**src/wrt_pkg.sv**
```systemverilog
// Shared constants for the watchdog reset timer and its controller
package wrt_pkg;
	// ==========================================
	// Device register addresses and layout
	localparam logic [15:0] ADDR_CTRL = 16'hff90;
	localparam logic [15:0] ADDR_COUNT = 16'hff91;
	localparam logic [15:0] ADDR_CLKSEL = 16'hff92;
	localparam logic [7:0] CTRL_RESET = 8'haa;
	localparam logic [7:0] COUNT_RESET = 8'h00;
	localparam logic [7:0] COUNT_MAX = 8'hff;
	localparam logic [2:0] CLKSEL_RESET = 3'h7;
	localparam logic [4:0] CLKSEL_ONES = 5'h1f;
	localparam logic [7:0] BYTE_ONES = 8'hff;
	localparam logic [7:0] BYTE_ZERO = 8'h00;
	localparam int BIT_CWE_INH = 7;
	localparam int BIT_CWE = 6;
	localparam int BIT_SWE_INH = 5;
	localparam int BIT_SWE = 4;
	localparam int BIT_ON_INH = 3;
	localparam int BIT_ON = 2;
	localparam int BIT_FLAG_INH = 1;
	localparam int BIT_FLAG = 0;
	// ==========================================
	// Prescaler: codes 0..7 give clock/64 .. clock/8192
	localparam int PRE_BASE_LOG2 = 6;
	localparam int PRE_TAPS = 8;
	// ==========================================
	// Timing
	localparam int SYS_CLK_MHZ = 100;
	localparam int OSC_CLK_MHZ = 100;
	localparam int RST_OSC_CYCLES = 512;
	localparam int RST_SYS_CYCLES =
		(RST_OSC_CYCLES * SYS_CLK_MHZ + OSC_CLK_MHZ - 1) / OSC_CLK_MHZ;
	localparam int RST_CNT_W = $clog2(RST_SYS_CYCLES + 1);
	localparam logic [RST_CNT_W-1:0] RST_LOAD = RST_CNT_W'(RST_SYS_CYCLES - 1);
	localparam logic [RST_CNT_W-1:0] RST_ZERO = '0;
	// ==========================================
	// Controller APB map
	localparam logic [7:0] APB_CMD = 8'h00;
	localparam logic [7:0] APB_STATUS = 8'h04;
	localparam logic [7:0] APB_IRQ_STAT = 8'h08;
	localparam logic [7:0] APB_IRQ_MASK = 8'h0c;
	localparam int CMD_WR_BIT = 24;
	localparam int IRQ_DONE = 0;
	localparam int IRQ_WDRST = 1;
	localparam logic [31:0] WORD_ZERO = 32'h0000_0000;
	typedef enum logic [1:0] {
		WRT_IDLE = 2'b00,
		WRT_REQ = 2'b01,
		WRT_WAIT = 2'b10
	} wrt_host_state_t;
endpackage

```
**src/wrt_bus_if.sv**
```systemverilog
// Byte register port between the controller and the watchdog
interface wrt_bus_if;
	logic req;
	logic wr;
	logic [15:0] addr;
	logic [7:0] wdata;
	logic [7:0] rdata;
	logic ack;
	logic chip_reset;
	modport host (output req, output wr, output addr, output wdata,
		input rdata, input ack, input chip_reset);
	modport dev (input req, input wr, input addr, input wdata,
		output rdata, output ack, output chip_reset);
endinterface

```
**src/wrt_device.sv**
```systemverilog
// Watchdog reset timer: counter, control registers and chip reset
// Operation
// RULE1: 8-bit counter steps on each selected tick
// RULE2: Select code picks clock/64 up to clock/8192
// RULE3: Select upper bits read ones; reset all ones
// RULE4: Wrap from max raises reset and flag
// RULE5: Reset starts one cycle after wrapping tick; the code starts it two cycles after, through overflow_r
// RULE6: Reset lasts 512 oscillator cycles
// RULE7: Enable bit written only with inhibit zero
// RULE8: Counter runs only while enabled
// RULE9: Status write enable guarded by bit five
// RULE10: Counter write enable guarded by bit seven
// RULE11: Inhibit bits read one, store nothing
// RULE12: Flag cleared by pin or guarded zero write
// RULE13: Written count is the new start point
// RULE14: Reset gives count zero, control alternating
// RULE15: Overflow reset drives the whole chip
// RULE16: Variant without watchdog reads ones, ignores writes
// RULE17: Flag survives the watchdog's own reset
//
// The APB interface to the registers was left to the implementer.
module wrt_device #(
	parameter bit HAS_WATCHDOG = 1'b1
) (
	// Clock and external reset pin
	input wire logic clock,
	input wire logic reset,
	// Register port
	wrt_bus_if.dev bus,
	// User side
	output logic internal_reset,
	output logic watchdog_reset_flag
);
	import wrt_pkg::*;

	logic counter_write_enable_r;
	logic status_write_enable_r;
	logic watchdog_on_r;
	logic flag_r;
	logic [7:0] count_r;
	logic [2:0] clksel_r;
	logic overflow_r;
	logic chip_reset_r;
	logic [RST_CNT_W-1:0] rst_cnt_r;
	logic ack_r;
	logic [7:0] rdata_r;
	logic tick;
	logic write;
	logic wr_ctrl;
	logic wr_count;
	logic wr_clksel;
	logic step;
	logic wrap;
	logic [7:0] ctrl_view;

	// ==========================================
	// Decode
	// Writes during the chip reset are dropped, reads are still answered; the CPU is held anyway
	assign write = bus.req && bus.wr && HAS_WATCHDOG && !chip_reset_r; // [RULE16]
	assign wr_ctrl = write && (bus.addr == ADDR_CTRL);
	assign wr_count = write && (bus.addr == ADDR_COUNT);
	assign wr_clksel = write && (bus.addr == ADDR_CLKSEL);

	// ==========================================
	// Prescaler
	wrt_prescaler #(
		.BASE_LOG2(PRE_BASE_LOG2),
		.TAPS(PRE_TAPS)
	) wrt_prescaler_inst (
		.clock(clock),
		.reset(reset),
		.clear(chip_reset_r),
		.sel(clksel_r),
		.tick(tick)
	);

	assign step = tick && watchdog_on_r && !chip_reset_r; // [RULE8]
	// A load in the same cycle wins and cancels the wrap
	// A refused load must not swallow the wrap
	assign wrap = step && !(wr_count && counter_write_enable_r)
		&& (count_r == COUNT_MAX); // [RULE4]

	// ==========================================
	// Control bits
	always_ff @(posedge clock or posedge reset) begin
		if (reset) begin
			counter_write_enable_r <= CTRL_RESET[BIT_CWE]; // [RULE14]
		end else if (chip_reset_r) begin
			counter_write_enable_r <= CTRL_RESET[BIT_CWE]; // [RULE15]
		end else if (wr_ctrl && !bus.wdata[BIT_CWE_INH]) begin
			counter_write_enable_r <= bus.wdata[BIT_CWE]; // [RULE10]
		end
	end

	always_ff @(posedge clock or posedge reset) begin
		if (reset) begin
			status_write_enable_r <= CTRL_RESET[BIT_SWE];
		end else if (chip_reset_r) begin
			status_write_enable_r <= CTRL_RESET[BIT_SWE];
		end else if (wr_ctrl && !bus.wdata[BIT_SWE_INH]) begin
			status_write_enable_r <= bus.wdata[BIT_SWE]; // [RULE9]
		end
	end

	// Guard uses the enable as it stood before this write
	always_ff @(posedge clock or posedge reset) begin
		if (reset) begin
			watchdog_on_r <= CTRL_RESET[BIT_ON];
		end else if (chip_reset_r) begin
			watchdog_on_r <= CTRL_RESET[BIT_ON];
		end else if (wr_ctrl && !bus.wdata[BIT_ON_INH] && status_write_enable_r) begin
			watchdog_on_r <= bus.wdata[BIT_ON]; // [RULE7]
		end
	end

	// Only the pin or a guarded zero write clears it, so software can see why it restarted
	always_ff @(posedge clock or posedge reset) begin
		if (reset) begin
			flag_r <= CTRL_RESET[BIT_FLAG]; // [RULE12]
		end else if (wrap) begin
			flag_r <= 1'b1; // [RULE4] [RULE17]
		end else if (wr_ctrl && !bus.wdata[BIT_FLAG_INH] && status_write_enable_r
			&& !bus.wdata[BIT_FLAG]) begin
			flag_r <= 1'b0; // [RULE12]
		end
	end

	// ==========================================
	// Counter and clock select
	always_ff @(posedge clock or posedge reset) begin
		if (reset) begin
			count_r <= COUNT_RESET; // [RULE14]
		end else if (chip_reset_r) begin
			count_r <= COUNT_RESET;
		end else if (wr_count && counter_write_enable_r) begin
			count_r <= bus.wdata; // [RULE13]
		end else if (step) begin
			count_r <= count_r + 8'h01; // [RULE1]
		end
	end

	always_ff @(posedge clock or posedge reset) begin
		if (reset) begin
			clksel_r <= CLKSEL_RESET; // [RULE3]
		end else if (chip_reset_r) begin
			clksel_r <= CLKSEL_RESET;
		end else if (wr_clksel) begin
			clksel_r <= bus.wdata[2:0]; // [RULE2]
		end
	end

	// ==========================================
	// Internal chip reset
	always_ff @(posedge clock or posedge reset) begin
		if (reset)
			overflow_r <= 1'b0;
		else
			overflow_r <= wrap; // [RULE5]
	end

	always_ff @(posedge clock or posedge reset) begin
		if (reset) begin
			chip_reset_r <= 1'b0;
			rst_cnt_r <= RST_ZERO;
		end else if (overflow_r) begin
			chip_reset_r <= 1'b1; // [RULE5]
			rst_cnt_r <= RST_LOAD; // [RULE6]
		end else if (chip_reset_r) begin
			if (rst_cnt_r == RST_ZERO)
				chip_reset_r <= 1'b0; // [RULE6]
			else
				rst_cnt_r <= rst_cnt_r - 1'b1;
		end
	end

	// ==========================================
	// Read back
	always_comb begin
		ctrl_view = BYTE_ONES; // [RULE11]
		ctrl_view[BIT_CWE] = counter_write_enable_r;
		ctrl_view[BIT_SWE] = status_write_enable_r;
		ctrl_view[BIT_ON] = watchdog_on_r;
		ctrl_view[BIT_FLAG] = flag_r;
	end

	// Other addresses belong to other blocks and read zero here
	always_ff @(posedge clock or posedge reset) begin
		if (reset) begin
			rdata_r <= BYTE_ZERO;
		end else if (bus.req) begin
			if (!HAS_WATCHDOG && (bus.addr == ADDR_CTRL || bus.addr == ADDR_COUNT
				|| bus.addr == ADDR_CLKSEL))
				rdata_r <= BYTE_ONES; // [RULE16]
			else if (bus.addr == ADDR_CTRL)
				rdata_r <= ctrl_view;
			else if (bus.addr == ADDR_COUNT)
				rdata_r <= count_r;
			else if (bus.addr == ADDR_CLKSEL)
				rdata_r <= {CLKSEL_ONES, clksel_r}; // [RULE3]
			else
				rdata_r <= BYTE_ZERO;
		end
	end

	always_ff @(posedge clock or posedge reset) begin
		if (reset)
			ack_r <= 1'b0;
		else
			ack_r <= bus.req;
	end

	assign bus.rdata = rdata_r;
	assign bus.ack = ack_r;
	assign bus.chip_reset = chip_reset_r; // [RULE15]
	assign internal_reset = chip_reset_r;
	assign watchdog_reset_flag = flag_r;
endmodule

```
**src/wrt_prescaler.sv**
```systemverilog
// Clock divider giving one-cycle ticks at a selectable rate
module wrt_prescaler #(
	parameter int BASE_LOG2 = wrt_pkg::PRE_BASE_LOG2,
	parameter int TAPS = wrt_pkg::PRE_TAPS
) (
	// Clock and reset
	input wire logic clock,
	input wire logic reset,
	input wire logic clear,
	// Rate select and tick
	input wire logic [$clog2(TAPS)-1:0] sel,
	output logic tick
);
	import wrt_pkg::*;
	localparam int DIV_W = BASE_LOG2 + TAPS - 1;
	logic [DIV_W-1:0] div_r;
	logic [TAPS-1:0] taps;

	// Select code must index every tap and no more
	if (BASE_LOG2 < 1 || TAPS < 2 || TAPS != (1 << $clog2(TAPS)))
		$error("wrt_prescaler: unsupported divider shape");

	always_ff @(posedge clock or posedge reset) begin
		if (reset)
			div_r <= '0;
		else if (clear)
			div_r <= '0;
		else
			div_r <= div_r + 1'b1;
	end

	// One tick per 2^(BASE_LOG2+i) clocks
	for (genvar i = 0; i < TAPS; i++) begin : g_tap
		assign taps[i] = &div_r[BASE_LOG2+i-1:0]; // [RULE2]
	end

	assign tick = taps[sel];
endmodule

```
**src/flat_wrapper.sv**
```systemverilog
// flat-port wrapper written by rule: the top's interface ports become plain ports
module wrt_device_flat import wrt_pkg::*;
#(
	parameter bit HAS_WATCHDOG = 1'b1
)
  (clock, reset, internal_reset, watchdog_reset_flag, bus_req, bus_wr, bus_addr, bus_wdata, bus_rdata, bus_ack, bus_chip_reset);
  wrt_bus_if bus_i ();
  input wire logic clock;
  input wire logic reset;
  output logic internal_reset;
  output logic watchdog_reset_flag;
  input wire logic [$bits(bus_i.req)-1:0] bus_req;
  input wire logic [$bits(bus_i.wr)-1:0] bus_wr;
  input wire logic [$bits(bus_i.addr)-1:0] bus_addr;
  input wire logic [$bits(bus_i.wdata)-1:0] bus_wdata;
  output wire logic [$bits(bus_i.rdata)-1:0] bus_rdata;
  output wire logic [$bits(bus_i.ack)-1:0] bus_ack;
  output wire logic [$bits(bus_i.chip_reset)-1:0] bus_chip_reset;
  assign bus_i.req = bus_req;
  assign bus_i.wr = bus_wr;
  assign bus_i.addr = bus_addr;
  assign bus_i.wdata = bus_wdata;
  assign bus_rdata = bus_i.rdata;
  assign bus_ack = bus_i.ack;
  assign bus_chip_reset = bus_i.chip_reset;
  wrt_device #(.HAS_WATCHDOG(HAS_WATCHDOG)) u_core (.clock(clock), .reset(reset), .bus(bus_i), .internal_reset(internal_reset), .watchdog_reset_flag(watchdog_reset_flag));
endmodule
```
**config.mk**
```make
export PLATFORM = sky130hd
export DESIGN_NAME = wrt_device_flat
export DESIGN_NICKNAME = d
export VERILOG_FILES = /design/src/wrt_pkg.sv /design/src/wrt_bus_if.sv /design/src/wrt_device.sv /design/src/wrt_prescaler.sv /design/src/flat_wrapper.sv
export SDC_FILE = /design/constraint.sdc
export NUM_CORES = 1
export LEC_CHECK = 0
export ABC_AREA = 1
export ABC_CLOCK_PERIOD_IN_PS = 3750
export BUFFER_PORTS_ARGS = -buffer_cell sky130_fd_sc_hd__buf_2
export CAP_MARGIN = 5
export CORE_AREA = 3 3 74 76
export CTS_CLUSTER_SIZE = 24
export DETAILED_ROUTE_END_ITERATION = 12
export DIE_AREA = 0 0 77 79
export PLACE_DENSITY = 0.79
export SYNTH_ARGS = -nofsm -noshare
export SYNTH_HDL_FRONTEND = slang
export SYNTH_SLANG_ARGS = --single-unit
export TNS_END_PERCENT = 1
```
**constraint.sdc**
```tcl
create_clock -name clock -period 3.75 [get_ports clock]
set_input_delay 0.5625 -clock clock [delete_from_list [all_inputs] [get_ports clock]]
set_output_delay 0.5625 -clock clock [all_outputs]
set_load 0.02 [all_outputs]
```
==> run summary, run 1 <==
Status - complete, no violations
Post-layout minimum cycle time - 2016 ps
Type of origin of the critical path - flip-flop
CP Data Arrival Time - 2270 ps
Final Cycle Share - 53.76%
Post-CTS Setup Repair Bufs - 0
Static leakage - 1.626 nW
Max clock buf depth - 2
Post-synthesis cell area - 2819 um2
Tot Pwr - 0.9325 mW
Most used DFF post-synth - dfrtp_1
Worst min path class - in2async
Worst reg-to-reg setup slack - 1730 ps
#FFs+latches synth - 49
Number of CTS-inserted buffers - 5
Peak VDD IR - 0.0002085 V
Fill cells - 434
Area Overhead vs Synth - 12.38%
FF-to-FF path depth - 14
CTS tree - done
DRC Markers - 0
Fin cells - 483
# clock sinks - 49
Initial drt markers - 174
HPWL after DPL - 4657 um
Family with the most delay on the worst path - simple AND/OR/NAND/NOR gates
Largest net degree at the start of global routing - 50
Crit path capture type - flip-flop
RSZ-0062 raised after global routing - no
FF-to-FF End - u_core.count_r[6]
Initial antenna violation count - 0
Mapped Cells - 375
Post_cts resized - 0
GRT overflow - 0
Root Driver - clkbuf_8
Critical-path top delay cell - dfrtp_1
Final Hold Fails - 0
Asr flop ratio synth - 100.0%
Commonest non-fill, non-tap cell in the layout - nand2_1
Worst skew pair latency - 320 ps
ANT nets after route - 0
Reg clk slew, reported paths - 110 ps
Worst Skew - 14.43 ps
Hold_buf cts - 0
Vias - 2559
Top-area cell type share of the netlist area - 40.83%
Register area - 1230 um2
Pwr dens - 294.3 nW/um2
Final-report setup violation count - 0
Register area share after synthesis - 43.63%
Syn_area_per_cell - 7.517 um2
Number of global-route vias before repair - 2374
Area leader, netlist - dfrtp_1
Port bufs - 39
R2r startpoint - u_core.wrt_prescaler_inst.div_r[0]
Crit path launch - u_core.wrt_prescaler_inst.div_r[0]
First-pass GRT wire length - 10700 um
Slew @ Worst Pin - 1012 ps
Gr usage total - 21.71%
Setup Total Neg Slack - 0 ps
Rows - 25
Syn_nets - 407
Crit-path max cell delay - 390 ps
WP data required - 4000 ps
DRT Pass-1 Iters - 4
Final max-slew violation count - 0
Avg Vias per Cell - 5.298
Routed len/inst - 12.88 um
Fmax - 496.1 MHz
H-tree levels - 2
CP bufs+invs - 1
GPL Wtd Cong - 0.8543
Die H - 79 um
MaxCap Viol Count - 0
Largest cells by area after synthesis - dfrtp_1 (41%), nand2_1 (12%), nand3_1 (7.6%)
Die ar. - 6083 um2
Ant. Diodes - 0
Post-synth cell types - 36
Initial Util - 58.90%
Slew margin rel. - 32.42%
Yosys Warn Count - 0
Number of synthesized flops with an enable pin - 0
Final net count - 447
Crit-path max FO - 9
Worst path cell trace - ha_1 > nand2_2 > nor2_2 > nand2_2 > inv_1 > ha_1 > nor2_1 > nor2_1 > nand2_2 > a21oi_4 > nand2_4 > nand2_8 > nand2_1 > nand2_1
Placed insts - 475
Crit path kind - reg2reg
Most frequent cells in the layout - nand2_1 (90), dfrtp_1 (46), nand3_1 (43)
Layout cell share with drive strength beyond 1 - 18.51%
Die Span X - 77 um
Multi-input logic area - 1374 um2
Top cell by count, worst path - nand2_2
Cell count along the critical path - 14
Boundary Pins - 40
DRT Wirelength - 6219 um
Core Area - 4786 um2
-- area by class of cell --
type	count	area share, %
clock buffer	5	2.172
clock inverter	3	0.9084
multi-input combinational	272	43.36
sequential	49	38.82
timing repair buffer	39	6.161
inverter	48	5.924
tap	67	2.646
-- power breakdown --
part | internal (mW) | switching [mW] | leakage [nW]
clock | 0.140 | 0.203 | 0.0506
combinational | 0.0182 | 0.0356 | 0.922
sequential | 0.534 | 0.00207 | 0.653
-- synthesized netlist by cell type (2+ instances only) --
cell      instances
nor2_1           41
nand2_2           7
nand3_4           2
xor2_1            2
ha_1              4
o21ai_0          25
nand2_4           2
inv_1            43
nand3b_1          3
nor3_1            8
clkbuf_1          4
nand2_1          90
dfrtp_1          46
dfstp_2           3
o211ai_1          5
o22ai_1           3
nand4_1           5
o21ai_1           6
inv_2             2
xnor2_1           2
nor2_2            6
a21oi_1          10
nand3_1          43
-- kinds of logic after synthesis --
kind of cell | Yosys count | share of synthesized area (%)
AOI/OAI and AO/OA | 53 | 10.70
and+or+nand+nor | 211 | 35.02
adders and majority gates | 4 | 1.775
buffers and inverters | 54 | 7.634
DFF | 49 | 43.63
xor gates and xnor gates | 4 | 1.243
-- layer usage --
layer | vias up | global-route usage [%] | share of wire (%)
met5 | - | 0 | 0
met4 | 0 | 8.185 | 1.5
met3 | 8 | 3.061 | 4.9
met2 | 57 | 34.76 | 47
met1 | 1188 | 30.15 | 47
li1 | 1306 | - | -
-- through the flow --
stage	worst slack, ps	utilization (%)	hold WS, ps	area, um2
detailed placement	1790	64.16	460.3	3070
CTS	1730	66.20	476.1	3168
floorplan	1983	-	431.9	2819
global route	1553	66.20	488.4	3168
finish	1734	66.20	470.9	3168
global placement	1878	64.16	440.6	3070
-- worst register-to-register path, stage by stage, from the launching register on --
cell and delay (ps):
dfrtp_1 390, ha_1 230, nand2_2 70, nor2_2 160
nand2_2 100, inv_1 80, ha_1 140, nor2_1 40
nor2_1 120, nand2_2 80, a21oi_4 180, nand2_4 130
nand2_8 110, nand2_1 60, nand2_1 50
-- how the worst max path moves through the flow --
stage | to | slack, ps
2_1_floorplan | u_core.count_r[2] | 1980
3_3_place_gp | u_core.count_r[1] | 1880
3_5_place_dp | u_core.count_r[6] | 1790
4_1_cts | u_core.count_r[6] | 1730
5_1_grt | u_core.count_r[4] | 1550
6_report | u_core.count_r[6] | 1730
-- sequential cells by signal, summed over array words and instances, names as in the netlist --
name / flops
u_core.bus.ack: 1
u_core.bus.chip_reset: 1
u_core.bus.rdata: 8
u_core.clksel_r: 3
u_core.count_r: 8
u_core.counter_write_enable_r: 1
u_core.overflow_r: 1
u_core.rst_cnt_r: 10
u_core.status_write_enable_r: 1
u_core.watchdog_on_r: 1
u_core.watchdog_reset_flag: 1
u_core.wrt_prescaler_inst.div_r: 13
(Power assumes the default switching activity.)
==> run 2: changes to the inputs <==
--- a/config.mk
+++ b/config.mk
@@ -6,14 +6,14 @@
 export NUM_CORES = 1
 export LEC_CHECK = 0
 export ABC_AREA = 1
-export ABC_CLOCK_PERIOD_IN_PS = 3750
+export ABC_CLOCK_PERIOD_IN_PS = 1700
 export BUFFER_PORTS_ARGS = -buffer_cell sky130_fd_sc_hd__buf_2
 export CAP_MARGIN = 5
-export CORE_AREA = 3 3 74 76
+export CORE_AREA = 3 3 78 80
 export CTS_CLUSTER_SIZE = 24
 export DETAILED_ROUTE_END_ITERATION = 12
-export DIE_AREA = 0 0 77 79
-export PLACE_DENSITY = 0.79
+export DIE_AREA = 0 0 81 83
+export PLACE_DENSITY = 0.75
 export SYNTH_ARGS = -nofsm -noshare
 export SYNTH_HDL_FRONTEND = slang
 export SYNTH_SLANG_ARGS = --single-unit
==> constraint.sdc (replaced) <==
create_clock -name clock -period 1.7 [get_ports clock]
set_input_delay 0.255 -clock clock [delete_from_list [all_inputs] [get_ports clock]]
set_output_delay 0.255 -clock clock [all_outputs]
set_load 0.02 [all_outputs]
==> run 2 against run 1 <==
Effect of this change: the run now ends with negative setup slack left; combinational power increased by 140%; fmax is 14% higher; critical path depth unchanged; die area rose by 11%; clock power grew 120%; critical endpoint is now u_core.count_r[5].
==> run summary, run 2 (synthesis gave the netlist of run 1 again) <==
Number of global-route vias before repair - 2501
Final net count - 466
Initial antenna violation count - 0
Pwr dens - 623.2 nW/um2
Type of origin of the critical path - flip-flop
Slew @ Worst Pin - 332.2 ps
Top cell by count, worst path - nand2_2
# clock sinks - 49
Slew margin rel. - 77.85%
Final WS setup - -68.53 ps
Max clock buf depth - 2
HPWL after DPL - 5104 um
Sw Share - 26.15%
Static leakage - 1.715 nW
Multi-input logic area - 1384 um2
Crit path kind - reg2reg
Worst Skew - 11.27 ps
Worst path cell trace - ha_2 > nand2_2 > nor2_4 > nand2_2 > inv_1 > ha_1 > nor2_1 > nor2_1 > nand2_2 > a21oi_4 > nand2_4 > nand2_8 > nand2_1 > nand2_1
Worst min path class - in2reg
Crit-path max FO - 9
Commonest non-fill, non-tap cell in the layout - nand2_1
Status - finished with violations
Critical-path top delay cell - dfrtp_1
Seq pwr share - 57.0%
Gr usage total - 21.42%
Final Hold Fails - 0
Final Cycle Share - 104.0%
Area Overhead vs Synth - 18.11%
Port bufs - 39
Reg clk slew, reported paths - 100 ps
Crit-path max cell delay - 360 ps
Rows - 27
GPL Wtd Cong - 0.8396
Number of CTS-inserted buffers - 5
Top flop regs - u_core.wrt_prescaler_inst.div_r (13), u_core.rst_cnt_r (10)
Initial drt markers - 162
CP bufs+invs - 1
Clock share of power - 36.9%
WP data required - 1960 ps
Family with the most delay on the worst path - simple AND/OR/NAND/NOR gates
Most frequent cells in the layout - nand2_1 (89), dfrtp_1 (46), nand3_1 (43)
Final-report setup violation count - 8
Die ar. - 6723 um2
CTS tree - done
CP Data Arrival Time - 2030 ps
Peak VDD IR - 0.0003413 V
Largest net degree at the start of global routing - 27
Fill cells - 517
Avg Vias per Cell - 5.193
Switching Power - 0.5427 mW
Final max-slew violation count - 0
ANT nets after route - 0
Post-layout minimum cycle time - 1769 ps
Failing checks - negative setup slack
Fin cells - 507
Root Driver - clkbuf_8
Fmax - 565.4 MHz
Initial Util - 51.51%
Layout cell share with drive strength beyond 1 - 22.30%
Worst reg-to-reg setup slack - -70 ps
GRT overflow - 0
DRC Markers - 0
RSZ-0062 raised after global routing - yes
Gate power share - 6.1%
Max reg flops - 13
Die Span X - 81 um
Register area - 1230 um2
DRT Pass-1 Iters - 4
Int Pwr - 1.532 mW
DRT Wirelength - 6431 um
Die H - 83 um
H-tree levels - 2
Vias - 2633
Routed len/inst - 12.68 um
Final hold slack - 199.7 ps
Crit path capture type - flip-flop
Worst skew pair latency - 320 ps
Biggest register - u_core.wrt_prescaler_inst.div_r
Boundary Pins - 40
First-pass GRT wire length - 11570 um
MaxCap Viol Count - 0
Placed insts - 498
Ant. Diodes - 0
Core Area - 5473 um2
Tot Pwr - 2.075 mW
## run 2: through the flow
step	instance area, um2	worst slack (ps)	TNS (ps)	utilization [%]
6_report	3329	-68.53	-476.6	60.84
5_1_grt	3329	-310.1	-2802	60.84
4_1_cts	3327	-82.22	-611.1	60.79
3_5_place_dp	3219	-58.22	-434.8	58.82
3_3_place_gp	3219	6.912	0	58.82
2_1_floorplan	2826	-3.549	-25.77	-
## run 2: worst register-to-register path, delay by kind of cell, from the launching register on
kind / cells / cell delay [ps]
DFF: 1 / 360
buffers and inverters: 1 / 70
AOI/OAI and AO/OA: 1 / 150
adders and majority gates: 2 / 340
and+or+nand+nor: 10 / 800
## run 2: layer usage
layer / GRT usage (%) / up-vias / part of all wire (%)
li1: - / 1335 / -
met1: 31.15 / 1232 / 48
met2: 33.08 / 61 / 47
met3: 4.338 / 5 / 4.2
met4: 4.147 / 0 / 0.82
met5: 0 / - / 0
## run 2: worst paths after layout
| kind | start | end | cells after the start |
|---|---|---|---|
| max | u_core.wrt_prescaler_inst.div_r[1] | u_core.count_r[5] | 14 |
| max reg2reg | u_core.wrt_prescaler_inst.div_r[1] | u_core.count_r[5] | 14 |
| min reg2reg | u_core.bus.rdata[6] | u_core.bus.rdata[6] | 2 |
| min | bus_wdata[4] | u_core.status_write_enable_r | 3 |
| max in group asynchronous | reset | u_core.status_write_enable_r | 4 |
| min in group asynchronous | reset | u_core.rst_cnt_r[0] | 3 |
## run 2: area by class of cell
class / count / share of cell area, %
multi-input combinational: 272 / 41.56
sequential: 49 / 36.94
timing repair buffer: 58 / 10.22
inverter: 48 / 5.637
tap: 72 / 2.706
clock buffer: 5 / 2.067
clock inverter: 3 / 0.8643
## run 2: power by group through the flow
| stage | combinational, mW | sequential, mW | clock, mW |
|---|---|---|---|
| 2_1_floorplan | 0.0542 | 1.21 | 0 |
| 3_3_place_gp | 0.125 | 1.21 | 0 |
| 3_5_place_dp | 0.127 | 1.21 | 0 |
| 4_1_cts | 0.129 | 1.18 | 0.786 |
| 5_1_grt | 0.145 | 1.18 | 0.832 |
| 6_report | 0.127 | 1.18 | 0.765 |
## run 2: repair_timing
action                                  CTS  global route
buffers inserted                          0             0
gates resized for setup                   0             1
hold endpoints to repair                 12             0
hold buffers                              1             0
pin swaps                                 1             0
endpoints found under the setup margin    8            15
